<file path="src/pkg/kex_defines.svh">
// Named constants for the key exchange message handler: register offsets,
// reset values, flag bit positions and message byte positions.
// Assumes inclusion by bare name from the package and the design file.
`ifndef KEX_DEFINES_SVH
`define KEX_DEFINES_SVH

// ----------------------------------------------------------------------
// Register map (APB byte addresses)
// ----------------------------------------------------------------------
`define KEX_CFG_OFS        8'h00
`define KEX_STAT_OFS       8'h04
`define KEX_PEND_OFS       8'h08

// ----------------------------------------------------------------------
// Field length reset values, in bytes
// ----------------------------------------------------------------------
`define KEX_NONCE_LEN_RST  8'h08
`define KEX_AUTH_LEN_RST   8'h14
`define KEX_PUB_LEN_RST    8'h40

// ----------------------------------------------------------------------
// Request flag bits and the quick request flag mask
// ----------------------------------------------------------------------
`define KEX_FL_FIRST       3
`define KEX_FL_RENEW       2
`define KEX_FL_BUMP        1
`define KEX_FL_SLOT        0
`define KEX_QUICK_MASK     4'h3

// ----------------------------------------------------------------------
// Message byte positions and counts
// ----------------------------------------------------------------------
`define KEX_HDR_FLAGS_IDX  3'h4
`define KEX_HDR_LAST_IDX   3'h5
`define KEX_ID_LAST_IDX    8'h03
`define KEX_PUB_FIELDS     10'h003
`define KEX_ONE            8'h01

`endif

</file>
<file path="src/pkg/kex_pkg.sv">
// Types shared by the key exchange message handler.
// Assumes the defines header sits beside it on the include path.
`include "kex_defines.svh"

package kex_pkg;

    // Request parser and response builder states
    typedef enum logic [3:0] {
        KEX_S_HDR  = 4'h1,
        KEX_S_BODY = 4'h2,
        KEX_S_WAIT = 4'h4,
        KEX_S_EMIT = 4'h8
    } kex_state_type;

    // Response field being produced
    typedef enum logic [2:0] {
        KEX_F_ID    = 3'h0,
        KEX_F_FLAGS = 3'h1,
        KEX_F_CNT   = 3'h2,
        KEX_F_NONCE = 3'h3,
        KEX_F_AUTH  = 3'h4,
        KEX_F_PUB   = 3'h5
    } kex_field_type;

    // Secret sequence bit, counter sequence bit and duplicate counter
    typedef struct packed {
        logic       sec_seq;
        logic       cnt_seq;
        logic [7:0] cnt;
    } kex_secstate_type;

endpackage : kex_pkg

</file>
<file path="src/design/kex_handler.sv">
// Terminal-side handler for full and quick key exchange messages.
// Assumes request bytes and crypto results come from logic on mclk,
// the crypto engine answers fill_field/fill_index combinationally.
//
// How it works
// Link identifier is 32 zero bits, ignored
// Full request flags: first, renew, bump, slot
// Full request body: nonce, modulus, generator, X
// Field lengths come from sign-on registers
// Key goes to slot chosen by request
// Bump flag: counter plus one, toggle seq
// Renew: new secret, toggle seq, clear counter
// First exchange: controller ignores authenticator
// Changes pending until connect-acknowledge, then stored
// Full response: id, flags, counter, nonce, auth, Y
// Quick request: id, flags, reserved, nonce
// Quick response ends after authenticator
// Response reports counter, seq bits, secret used
// Controller flags duplicate on counter mismatch
// Full exchange derives from private y
// Quick exchange derives from stored secret
// Controller derives from private x
// Public value fields are 64 bytes by default
// Nonce fields are 8 bytes by default
//
// Local design decisions: the APB interface to the registers and the address map.
`timescale 1ns/100ps
`default_nettype none
`include "kex_defines.svh"

module kex_handler (
    input  wire logic                    mclk,          // 20 MHz clock
    input  wire logic                    srst,          // Sync reset
    input  wire logic                    psel,          // APB select
    input  wire logic                    penable,       // APB enable
    input  wire logic                    pwrite,        // APB write
    input  wire logic [7:0]              paddr,         // APB address
    input  wire logic [31:0]             pwdata,        // APB write data
    output logic      [31:0]             prdata,        // APB read data
    output logic                         pready,        // APB ready
    output logic                         pslverr,       // APB error
    input  wire logic                    rx_valid,      // Request byte valid
    input  wire logic [7:0]              rx_data,       // Request byte
    input  wire logic                    rx_quick,      // Quick request
    output logic                         rx_ready,      // Request accept
    output logic                         tx_valid,      // Response valid
    output logic      [7:0]              tx_data,       // Response byte
    output logic                         tx_last,       // Last byte
    input  wire logic                    tx_ready,      // Response accept
    output kex_pkg::kex_field_type       fill_field,    // Field wanted
    output logic      [7:0]              fill_index,    // Byte in field
    input  wire logic [7:0]              fill_data,     // Crypto byte
    output logic                         derive_start,  // Start derive
    output logic                         derive_full,   // Full exchange
    output logic                         derive_renew,  // Make new secret
    input  wire logic                    derive_done,   // Derive finished
    output logic                         key_apply,     // Load session key
    output logic                         key_slot,      // Target slot
    input  wire logic                    connect_ack,   // Connect ack seen
    output logic                         nv_write,      // Store pulse
    output kex_pkg::kex_secstate_type    nv_state       // Committed state
);

    // ------------------------------------------------------------------
    // APB register file
    // ------------------------------------------------------------------
    logic [7:0]  nonce_len;
    logic [7:0]  auth_len;
    logic [7:0]  pub_len;
    logic [7:0]  next_nonce_len;
    logic [7:0]  next_auth_len;
    logic [7:0]  next_pub_len;
    logic [31:0] next_prdata;
    logic        next_pready;
    logic        next_pslverr;
    kex_pkg::kex_state_type    state;
    kex_pkg::kex_secstate_type pend;
    logic                      pend_valid;

    // One wait state per access; a zero length is refused to keep the
    // builder from running a field with no bytes
    always_comb begin
        next_nonce_len = nonce_len;
        next_auth_len  = auth_len;
        next_pub_len   = pub_len;
        next_prdata    = prdata;
        next_pready    = 1'b0;
        next_pslverr   = 1'b0;
        if (psel && penable && !pready) begin
            next_pready = 1'b1;
            case (paddr)
                `KEX_CFG_OFS: begin
                    if (pwrite) begin
                        if (pwdata[7:0] != 8'h00) begin
                            next_nonce_len = pwdata[7:0];
                        end
                        if (pwdata[15:8] != 8'h00) begin
                            next_auth_len = pwdata[15:8];
                        end
                        if (pwdata[23:16] != 8'h00) begin
                            next_pub_len = pwdata[23:16];
                        end
                    end
                    next_prdata = {8'h00, pub_len, auth_len, nonce_len};
                end
                `KEX_STAT_OFS: begin
                    next_prdata = {20'h00000, (state != kex_pkg::KEX_S_HDR),
                                   pend_valid, nv_state};
                end
                `KEX_PEND_OFS: begin
                    next_prdata = {22'h000000, pend};
                end
                default: begin
                    next_pslverr = 1'b1;
                    next_prdata  = 32'h00000000;
                end
            endcase
        end
    end

    always_ff @(posedge mclk) begin
        if (srst) begin
            nonce_len <= `KEX_NONCE_LEN_RST;
            auth_len  <= `KEX_AUTH_LEN_RST;
            pub_len   <= `KEX_PUB_LEN_RST;
            prdata    <= 32'h00000000;
            pready    <= 1'b0;
            pslverr   <= 1'b0;
        end else begin
            nonce_len <= next_nonce_len;
            auth_len  <= next_auth_len;
            pub_len   <= next_pub_len;
            prdata    <= next_prdata;
            pready    <= next_pready;
            pslverr   <= next_pslverr;
        end
    end

    // ------------------------------------------------------------------
    // Request parser and response builder
    // ------------------------------------------------------------------
    kex_pkg::kex_state_type next_state;
    kex_pkg::kex_field_type tx_field;
    kex_pkg::kex_field_type next_tx_field;
    kex_pkg::kex_field_type next_fill_field;
    logic [2:0]  hdr_idx;
    logic [2:0]  next_hdr_idx;
    logic [9:0]  remain;
    logic [9:0]  next_remain;
    logic [3:0]  req_flags;
    logic [3:0]  next_req_flags;
    logic        req_quick;
    logic        next_req_quick;
    logic [7:0]  next_fill_index;
    logic        next_rx_ready;
    logic        next_tx_valid;
    logic [7:0]  next_tx_data;
    logic        next_tx_last;
    logic        next_derive_start;
    logic        next_derive_full;
    logic        next_derive_renew;
    logic        next_key_apply;
    logic        next_key_slot;
    logic        rx_fire;
    logic [7:0]  field_last;
    logic        msg_end;

    assign rx_fire = rx_valid && rx_ready;

    // Response flags and counter bytes are built from the pending state, which by then
    // holds the counter and sequence bits this exchange leaves behind
    always_comb begin
        next_state        = state;
        next_hdr_idx      = hdr_idx;
        next_remain       = remain;
        next_req_flags    = req_flags;
        next_req_quick    = req_quick;
        next_fill_field   = fill_field;
        next_fill_index   = fill_index;
        next_tx_valid     = tx_valid;
        next_tx_data      = tx_data;
        next_tx_last      = tx_last;
        next_tx_field     = tx_field;
        next_derive_start = 1'b0;
        next_derive_full  = derive_full;
        next_derive_renew = derive_renew;
        next_key_apply    = 1'b0;
        next_key_slot     = key_slot;
        field_last        = 8'h00;
        msg_end           = 1'b0;
        if (tx_valid && tx_ready) begin
            next_tx_valid = 1'b0;
            next_tx_last  = 1'b0;
        end
        case (state)
            kex_pkg::KEX_S_HDR: begin
                if (rx_fire) begin
                    next_hdr_idx = hdr_idx + 3'h1;
                    if (hdr_idx == `KEX_HDR_FLAGS_IDX) begin
                        next_req_quick = rx_quick;
                        next_req_flags = rx_quick ?
                            (rx_data[3:0] & `KEX_QUICK_MASK) :
                            rx_data[3:0];
                    end
                    if (hdr_idx == `KEX_HDR_LAST_IDX) begin
                        next_hdr_idx = 3'h0;
                        next_state   = kex_pkg::KEX_S_BODY;
                        next_remain  = {2'h0, nonce_len} +
                            (req_quick ? 10'h000 :
                             10'(pub_len) * `KEX_PUB_FIELDS);
                    end
                end
            end
            kex_pkg::KEX_S_BODY: begin
                if (rx_fire) begin
                    next_remain = remain - 10'h001;
                    if (remain == 10'h001) begin
                        next_state        = kex_pkg::KEX_S_WAIT;
                        next_derive_start = 1'b1;
                        next_derive_full  = !req_quick;
                        next_derive_renew = !req_quick &&
                                            req_flags[`KEX_FL_RENEW];
                    end
                end
            end
            kex_pkg::KEX_S_WAIT: begin
                if (derive_done && !derive_start) begin
                    next_state      = kex_pkg::KEX_S_EMIT;
                    next_key_apply  = 1'b1;
                    next_key_slot   = req_flags[`KEX_FL_SLOT];
                    next_fill_field = kex_pkg::KEX_F_ID;
                    next_fill_index = 8'h00;
                end
            end
            kex_pkg::KEX_S_EMIT: begin
                if (!tx_valid || tx_ready) begin
                    next_tx_valid = 1'b1;
                    next_tx_field = fill_field;
                    case (fill_field)
                        kex_pkg::KEX_F_ID: begin
                            next_tx_data = 8'h00;
                            field_last   = `KEX_ID_LAST_IDX;
                        end
                        kex_pkg::KEX_F_FLAGS: begin
                            next_tx_data = {6'h00, pend.sec_seq,
                                            pend.cnt_seq};
                        end
                        kex_pkg::KEX_F_CNT: begin
                            next_tx_data = pend.cnt;
                        end
                        kex_pkg::KEX_F_NONCE: begin
                            next_tx_data = fill_data;
                            field_last   = nonce_len - `KEX_ONE;
                        end
                        kex_pkg::KEX_F_AUTH: begin
                            next_tx_data = fill_data;
                            field_last   = auth_len - `KEX_ONE;
                            msg_end      = req_quick;
                        end
                        kex_pkg::KEX_F_PUB: begin
                            next_tx_data = fill_data;
                            field_last   = pub_len - `KEX_ONE;
                            msg_end      = 1'b1;
                        end
                        default: begin
                            next_tx_data = 8'h00;
                        end
                    endcase
                    if (fill_index == field_last) begin
                        next_fill_index = 8'h00;
                        next_fill_field =
                            kex_pkg::kex_field_type'(fill_field + 3'h1);
                        if (msg_end) begin
                            next_tx_last    = 1'b1;
                            next_state      = kex_pkg::KEX_S_HDR;
                            next_fill_field = kex_pkg::KEX_F_ID;
                        end
                    end else begin
                        next_fill_index = fill_index + `KEX_ONE;
                    end
                end
            end
            default: begin
                next_state = kex_pkg::KEX_S_HDR;
            end
        endcase
        next_rx_ready = (next_state == kex_pkg::KEX_S_HDR) ||
                        (next_state == kex_pkg::KEX_S_BODY);
    end

    always_ff @(posedge mclk) begin
        if (srst) begin
            state        <= kex_pkg::KEX_S_HDR;
            hdr_idx      <= 3'h0;
            remain       <= 10'h000;
            req_flags    <= 4'h0;
            req_quick    <= 1'b0;
            fill_field   <= kex_pkg::KEX_F_ID;
            fill_index   <= 8'h00;
            rx_ready     <= 1'b1;
            tx_valid     <= 1'b0;
            tx_data      <= 8'h00;
            tx_last      <= 1'b0;
            tx_field     <= kex_pkg::KEX_F_ID;
            derive_start <= 1'b0;
            derive_full  <= 1'b0;
            derive_renew <= 1'b0;
            key_apply    <= 1'b0;
            key_slot     <= 1'b0;
        end else begin
            state        <= next_state;
            hdr_idx      <= next_hdr_idx;
            remain       <= next_remain;
            req_flags    <= next_req_flags;
            req_quick    <= next_req_quick;
            fill_field   <= next_fill_field;
            fill_index   <= next_fill_index;
            rx_ready     <= next_rx_ready;
            tx_valid     <= next_tx_valid;
            tx_data      <= next_tx_data;
            tx_last      <= next_tx_last;
            tx_field     <= next_tx_field;
            derive_start <= next_derive_start;
            derive_full  <= next_derive_full;
            derive_renew <= next_derive_renew;
            key_apply    <= next_key_apply;
            key_slot     <= next_key_slot;
        end
    end

    // ------------------------------------------------------------------
    // Secret and duplicate counter state: committed and pending
    // ------------------------------------------------------------------
    kex_pkg::kex_secstate_type next_pend;
    kex_pkg::kex_secstate_type next_nv_state;
    kex_pkg::kex_secstate_type base;
    logic                      next_pend_valid;
    logic                      next_nv_write;
    logic                      commit;

    assign commit = connect_ack && pend_valid;

    // A newer exchange replaces stale pending work; its pending set
    // builds on a commit landing in the same cycle, which still stores
    always_comb begin
        next_pend       = pend;
        next_pend_valid = pend_valid;
        next_nv_state   = nv_state;
        next_nv_write   = 1'b0;
        base            = commit ? pend : nv_state;
        if (commit) begin
            next_nv_state   = pend;
            next_nv_write   = 1'b1;
            next_pend_valid = 1'b0;
        end
        if (derive_start) begin
            next_pend = base;
            if (derive_renew) begin
                next_pend.sec_seq = !base.sec_seq;
                next_pend.cnt     = 8'h00;
                next_pend.cnt_seq = 1'b0;
            end
            if (req_flags[`KEX_FL_BUMP]) begin
                next_pend.cnt     = next_pend.cnt + `KEX_ONE;
                next_pend.cnt_seq = !next_pend.cnt_seq;
            end
            next_pend_valid = 1'b1;
        end
    end

    always_ff @(posedge mclk) begin
        if (srst) begin
            pend       <= '0;
            pend_valid <= 1'b0;
            nv_state   <= '0;
            nv_write   <= 1'b0;
        end else begin
            pend       <= next_pend;
            pend_valid <= next_pend_valid;
            nv_state   <= next_nv_state;
            nv_write   <= next_nv_write;
        end
    end
endmodule : kex_handler

`default_nettype wire

</file>
<file path="config.mk">
export PLATFORM = sky130hd
export DESIGN_NAME = kex_handler
export DESIGN_NICKNAME = d
export VERILOG_FILES = /design/src/pkg/kex_pkg.sv /design/src/design/kex_handler.sv
export VERILOG_INCLUDE_DIRS = /design/src /design/src/pkg
export SDC_FILE = /design/constraint.sdc
export NUM_CORES = 1
export LEC_CHECK = 0
export BUFFER_PORTS_ARGS = -buffer_cell sky130_fd_sc_hd__buf_2
export CORE_MARGIN = 8
export CORE_UTILIZATION = 50
export CTS_BUF_LIST = sky130_fd_sc_hd__clkbuf_16
export DETAILED_ROUTE_END_ITERATION = 8
export GPL_ROUTABILITY_DRIVEN = 0
export PLACE_DENSITY = 0.79
export RECOVER_POWER = 100
export SLEW_MARGIN = 20
export SYNTH_ARGS = -nofsm -noshare
export SYNTH_HDL_FRONTEND = slang
export SYNTH_SLANG_ARGS = --single-unit
</file>
<file path="constraint.sdc">
create_clock -name mclk -period 2.9 [get_ports mclk]
set_input_delay 0.29 -clock mclk [delete_from_list [all_inputs] [get_ports mclk]]
set_output_delay 0.29 -clock mclk [all_outputs]
set_load 0.01 [all_outputs]
</file>
======== Yosys cells after proc, flatten, opt, wreduce, memory -nomap -nowiden ========
Cells that the tools add are included.
cells by class
  add/sub/neg operators ................... 9
  $mul .................................... 1
  equal/unequal tests ..................... 24
  multiplexer cells ....................... 52
  bitwise logic cells ..................... 4
  reductions and logical operators ........ 39
operators with widths
  operator                                               count
  one-hot mux 24 bit (3 select lines)                    1
  2-to-1 mux 10 bit                                      7
  2-to-1 mux 8 bit                                       5
  2-to-1 mux 4 bit                                       8
  one-hot mux 8 bit (4 select lines)                     1
  one-hot mux 8 bit (3 select lines)                     1
  nonzero test 8 bit                                     3
  subtractor 8 x 1 -> 8 bit (second input constant)      3
  one-hot mux 10 bit (2 select lines)                    1
  AND reduction 4 bit                                    5
  2-to-1 mux 3 bit                                       6
  2-to-1 mux 1 bit                                       17
  adder 8 x 1 -> 8 bit (second input constant)           2
  one-hot mux 4 bit (4 select lines)                     1
  one-hot mux 8 bit (2 select lines)                     1
  equality test 3 bit (second input constant)            4
  inequality test 2 bit (second input constant)          6
  adder 8 x 10 -> 10 bit                                 1
  equality test 10 x 1 -> 1 bit (second input constant)  1
  multiplier 8 x 2 -> 10 bit (second input constant)     1
  subtractor 10 x 1 -> 10 bit (second input constant)    1
  2-to-1 mux 9 bit                                       1
  AND reduction 3 bit                                    3
  OR reduction 3 bit                                     3
  other kinds (22)                                       46
storage, ports and cells
  register bits after elaboration ......... 128
  input port bits ......................... 66
  output and inout bits ................... 72
  word-level logic and storage cells ...... 159

======== Logic depth before layout (Yosys ltp) ========
  word-level depth ........................ 10
  depth in mapped cells ................... 17
  gate-level depth less buffers ........... 15

======== Least setup slack after synthesis ========
OpenSTA, ideal clock, no wires.
  path kind ............................... register to register
  start ................................... register fill_field[0]
  end ..................................... register fill_index[5]
  library setup time ...................... 0.115 ns
  data arrival time ....................... 2.958 ns
  data required time ...................... 2.785 ns
  setup slack ............................. -0.173 ns
  stages on the path, launching flop included .. 17
  buffers on the path ..................... 2
  clock period less this slack ............ 3.073 ns
  cells stage by stage .................... dfxtp_1 -> inv_1 -> ha_1 -> buf_6 -> a22o_1 -> a22o_1 -> inv_2 -> ha_1 -> a21oi_1 -> nand4b_1 -> a31oi_1 -> o2111ai_1 -> nor3_4 -> a41o_1 -> or2_1 -> buf_6 -> nor2_2
on the way
  word-level cells in the longest chain between the ends .. 8
  elaborated cells between the ends (all ways) .. 11
  classes of those cells .................. 4 x eq/ne; 6 x mux; 1 x reduce/logical
RTL lines
  what                                         line                RTL
  from (decl)                                  kex_handler.sv:50   output kex_pkg::kex_field_type fill_field,
  from (signal assigned)                       kex_handler.sv:298  fill_field <= kex_pkg::KEX_F_ID;
  from (signal assigned)                       kex_handler.sv:316  fill_field <= next_fill_field;
  equality test 3 bit (tied with other cells)  kex_handler.sv:239  case (fill_field)
  one-hot mux 8 bit (4 select lines) (*)       kex_handler.sv:239
  2-to-1 mux 8 bit (*)                         kex_handler.sv:236  if (!tx_valid || tx_ready) begin
  2-to-1 mux 8 bit (*)                         kex_handler.sv:195  case (state)
  equality test 8 bit (*)                      kex_handler.sv:269  if (fill_index == field_last) begin
  2-to-1 mux 8 bit (*)                         kex_handler.sv:269
  2-to-1 mux 8 bit (*)                         kex_handler.sv:236
  one-hot mux 8 bit (2 select lines) (*)       kex_handler.sv:195
  to (signal assigned)                         kex_handler.sv:317  fill_index <= next_fill_index;
  to (decl)                                    kex_handler.sv:51   output logic [7:0] fill_index,
Every way passes the cells marked *; elsewhere a longest branch is shown, timed or not. The select of a mux whose other input is x is not followed.
A chain may end at the register's enable or synchronous reset.

======== Worst setup path after layout ========
  start ................................... register fill_field[1]
  end ..................................... register fill_index[5]
Same word-level chain as after synthesis.

==> results.cfg <==
[run_status]
status = finished with violations
violations = negative setup slack

[worst_hold_path]
hp-class = input port to flip-flop
holdPathStages = 3
hp-start = pwdata[22]
whs_endpoint = pub_len[6]

[clocking]
clk_latency_ps = 420
cts.sink_count = 120
hold_buffers = 0
htree_levels = 4
cts_made_buffers = 17
cts_root_buf = clkbuf_16
cts.reportedPaths.clkPinSlew_ps = 50
cts_tree = built
clockBufferDepth = 2

[route]
drtIter0Drc = 577
antenna_left = 0
drc = 0
vias_per_cell = 5.696
via_count = 6607
drt-pass1-iter-count = 6
wirelength_um = 19550
wire_per_inst_um = 16.86

[setup_path]
r2r_slack_ps = -140
critPathMaxFanout = 6
crit_start = fill_field[1]
crit_arrival_ps = 3400
worst_ep_required_time_ps = 3260
r2r_end = fill_index[5]
criticalPathCategory = flip-flop to flip-flop
timing.critical_path.from_type = flip-flop
r2r_cells = 14
end_kind = flip-flop
timing.rr.start = fill_field[1]

[floorplan]
dieArea_um2 = 17080
fp.dieW_um = 130.7
die_y_um = 130.7
initial_utilization_pct = 50.48
num_rows = 42
io_pins = 138
core_um2 = 13030

[synth]
yosys_register_bits = 120
synth_fa_ha_area_share_pct = 5.553
synth.mux.area_fraction_pct = 3.518
synth_xor_area_share_pct = 3.728
synth_area_per_cell_um2 = 8.003
seq_area_frac_synth_pct = 36.52
synth_cell_type_count = 72
ys.flop_type = dfxtp_1
yosys.area_share.simple_pct = 23.93
yosys-top-cells-area = dfxtp_1 (37%), nor2_1 (6.1%), nand2_1 (5.8%)
async_reset_ff_share_pct = 0
yosysTopAreaCell = dfxtp_1
synth_edf_count = 0
yosysTopAreaCellShare_pct = 36.52
synth_compound_area_share_pct = 21.59
synth_cells = 822
yosys_warnings = 0
syn-cell-area_um2 = 6579
synth_top_family_by_area = simple AND/OR/NAND/NOR gates

[final_layout]
fillers = 1080
multi_input_area_um2 = 4106
register_area_um2 = 2412
syn2layout_area_growth_pct = 29.19
layout.nets = 1065
drive_gt1_share_pct = 25.91
diodes = 0

[timing]
setup_violations = 13
rsz0062_at_grt = yes
tightest_slew_ps = 789.7
hold_slack_ps = 115.6
skew_ps = 6.400
hold_viol = 0
min_period_ps = 3037
relSlewSlack_pct = 47.00
fmax_mhz = 329.2
fin_crit_sh_pct = 104.7
setup_slack_ps = -137.5
final_max_slew_viol_count = 0

[power_and_ir_drop]
leakage_nw = 3.617
power_w = 0.003828
peakVddDrop_v = 0.0003419
powerDensity_nw_per_um2 = 450.4

[global_route]
grt_usage_pct = 23.08
gr-total-overflow = 0
antenna_found_initial = 0
grt_first_pass_wirelength_um = 31030
grt_pass1_vias = 6281
grt_max_degree = 53

[place]
numPortBuffers = 116
detailed_place_hpwl_um = 13840
dp_slack_ps = -161.7

[flow_run]
cap_violations = 0
[cell usage after synthesis (3+ instances only)]
library cell    n
nand3_1        15
a21oi_1        62
buf_1           4
nor2_2          5
buf_4           9
nor2_1        107
inv_1          22
clkbuf_1       36
and2_1          5
a21o_1          6
or3_1           5
nor4_1         11
xnor2_1        20
a31oi_1         6
mux2i_1        22
o21ai_0        40
nand3b_1        5
a221oi_1        7
ha_1           26
a22oi_1        36
a22o_1          9
xor2_1          8
nor2b_1        15
dfxtp_1       120
and3_1          5
nor4b_1         3
nand2b_1        4
nor3b_1         4
nor3_1         27
nand4_1         9
nand2_1       102
a211oi_1        9
o31ai_1         7
o21a_1          3
[layout make-up]
class	count	share of cell area (%)
Multi-Input combinational cell	633	48.31
Sequential cell	120	28.38
Clock buffer	17	5.005
Clock inverter	15	1.722
Timing Repair Buffer	176	12.91
Tap cell	176	2.591
Inverter	23	1.075
[worst max-delay path by stage]
stage / to / slack (ps)
final: fill_index[5] / -140
after CTS: state[3] / -60
after global routing: fill_field[1] / -230
after detailed placement: state[3] / -160
after global placement: state[3] / -40
after floorplan: fill_index[5] / 1
[power by group]
part / total (W) / leakage [nW] / internal [W] / switching, W
combinational: 0.000129 / 2.35 / 0.0000465 / 0.0000828
clock: 0.00204 / 0.295 / 0.00132 / 0.000723
sequential: 0.00166 / 0.970 / 0.00165 / 0.00000445
[state kept, by name (all words and copies together) (netlist names), 3 cells and up]
register,cells
nonce_len,8
nv_state,10
fill_index,8
fill_field,3
req_flags,3
remain,10
pub_len,8
auth_len,8
tx_data,8
pend,10
prdata,24
state,4
hdr_idx,3
[stage by stage]
| stage | cells | cell area (um^2) | setup TNS [ps] | utilization, % |
|---|---|---|---|---|
| final | 1160 | 8499 | -1061 | 65.22 |
| after floorplan | 829 | 6656 | 0 | - |
| after CTS | 1159 | 8428 | -449.0 | 64.67 |
| after global placement | 1113 | 7585 | -169.9 | 58.20 |
| after detailed placement | 1113 | 7585 | -1431 | 58.20 |
| after global routing | 1160 | 8499 | -2847 | 65.22 |
[per-layer routing]
layer | track usage (%) | share of wire, %
met5 | 0 | 0
met4 | 11.21 | 3.6
met3 | 6.128 | 7.9
met2 | 35.98 | 45
met1 | 29.03 | 44
[what timing repair did]
| action | 4_1_cts | 5_1_grt |
|---|---|---|
| gates resized for setup | 26 | 21 |
| cloned | 1 | 0 |
| pin swaps | 19 | 12 |
| setup buffers | 13 | 1 |
| endpoints found under the setup margin | 17 | 19 |
[worst max-delay path: stages (launching register included)]
cell and delay [ps]:
dfxtp_4 360, inv_4 50, ha_4 180, buf_12 130, a22o_1 180, a22oi_2 280, buf_4 200, nand2_2 100
o311ai_4 360, o41ai_4 180, xnor2_2 200, a41o_1 240, or2_1 260, buf_12 150, nor2_2 90
[cells in the final DEF, fill, tap and decap left out, drive strengths merged, types with 3 or more instances in the layout]
cell type | Yosys | routed
nand4 | 10 | 10
nor4b | 3 | 3
and2 | 5 | 5
or3 | 6 | 6
conb | 1 | 8
nand2 | 102 | 102
clkinv | 0 | 6
ha | 26 | 26
a21o | 6 | 6
o21ai | 41 | 41
o21a | 3 | 3
inv | 23 | 28
mux2i | 22 | 22
nand3 | 16 | 16
a211oi | 9 | 9
nor4 | 11 | 11
xor2 | 8 | 8
a221oi | 7 | 7
buf | 17 | 173
dfxtp | 120 | 120
clkbuf | 36 | 19
nor2b | 16 | 16
a22oi | 39 | 39
nand2b | 4 | 4
a22o | 9 | 9
nor3b | 4 | 4
nor2 | 112 | 112
nand3b | 5 | 5
xnor2 | 20 | 20
nor3 | 28 | 28
a21oi | 62 | 62
bufinv | 0 | 3
a31oi | 6 | 6
o31ai | 8 | 8
and3 | 5 | 5
[kinds of logic (layout without fill, tap and decap cells)]
| logic type | after synthesis | after routing |
|---|---|---|
| flip-flops | 120 | 120 |
| AO/OA/AOI/OAI | 212 | 212 |
| XOR/XNOR | 28 | 28 |
| adder cells (fa/ha/maj) | 28 | 28 |
| AND/OR/NAND/NOR | 334 | 334 |
| buffers and inverters | 76 | 231 |
| other | 1 | 8 |
| multiplexers | 23 | 23 |
No activity file was read; power rests on OpenSTA's default activity.
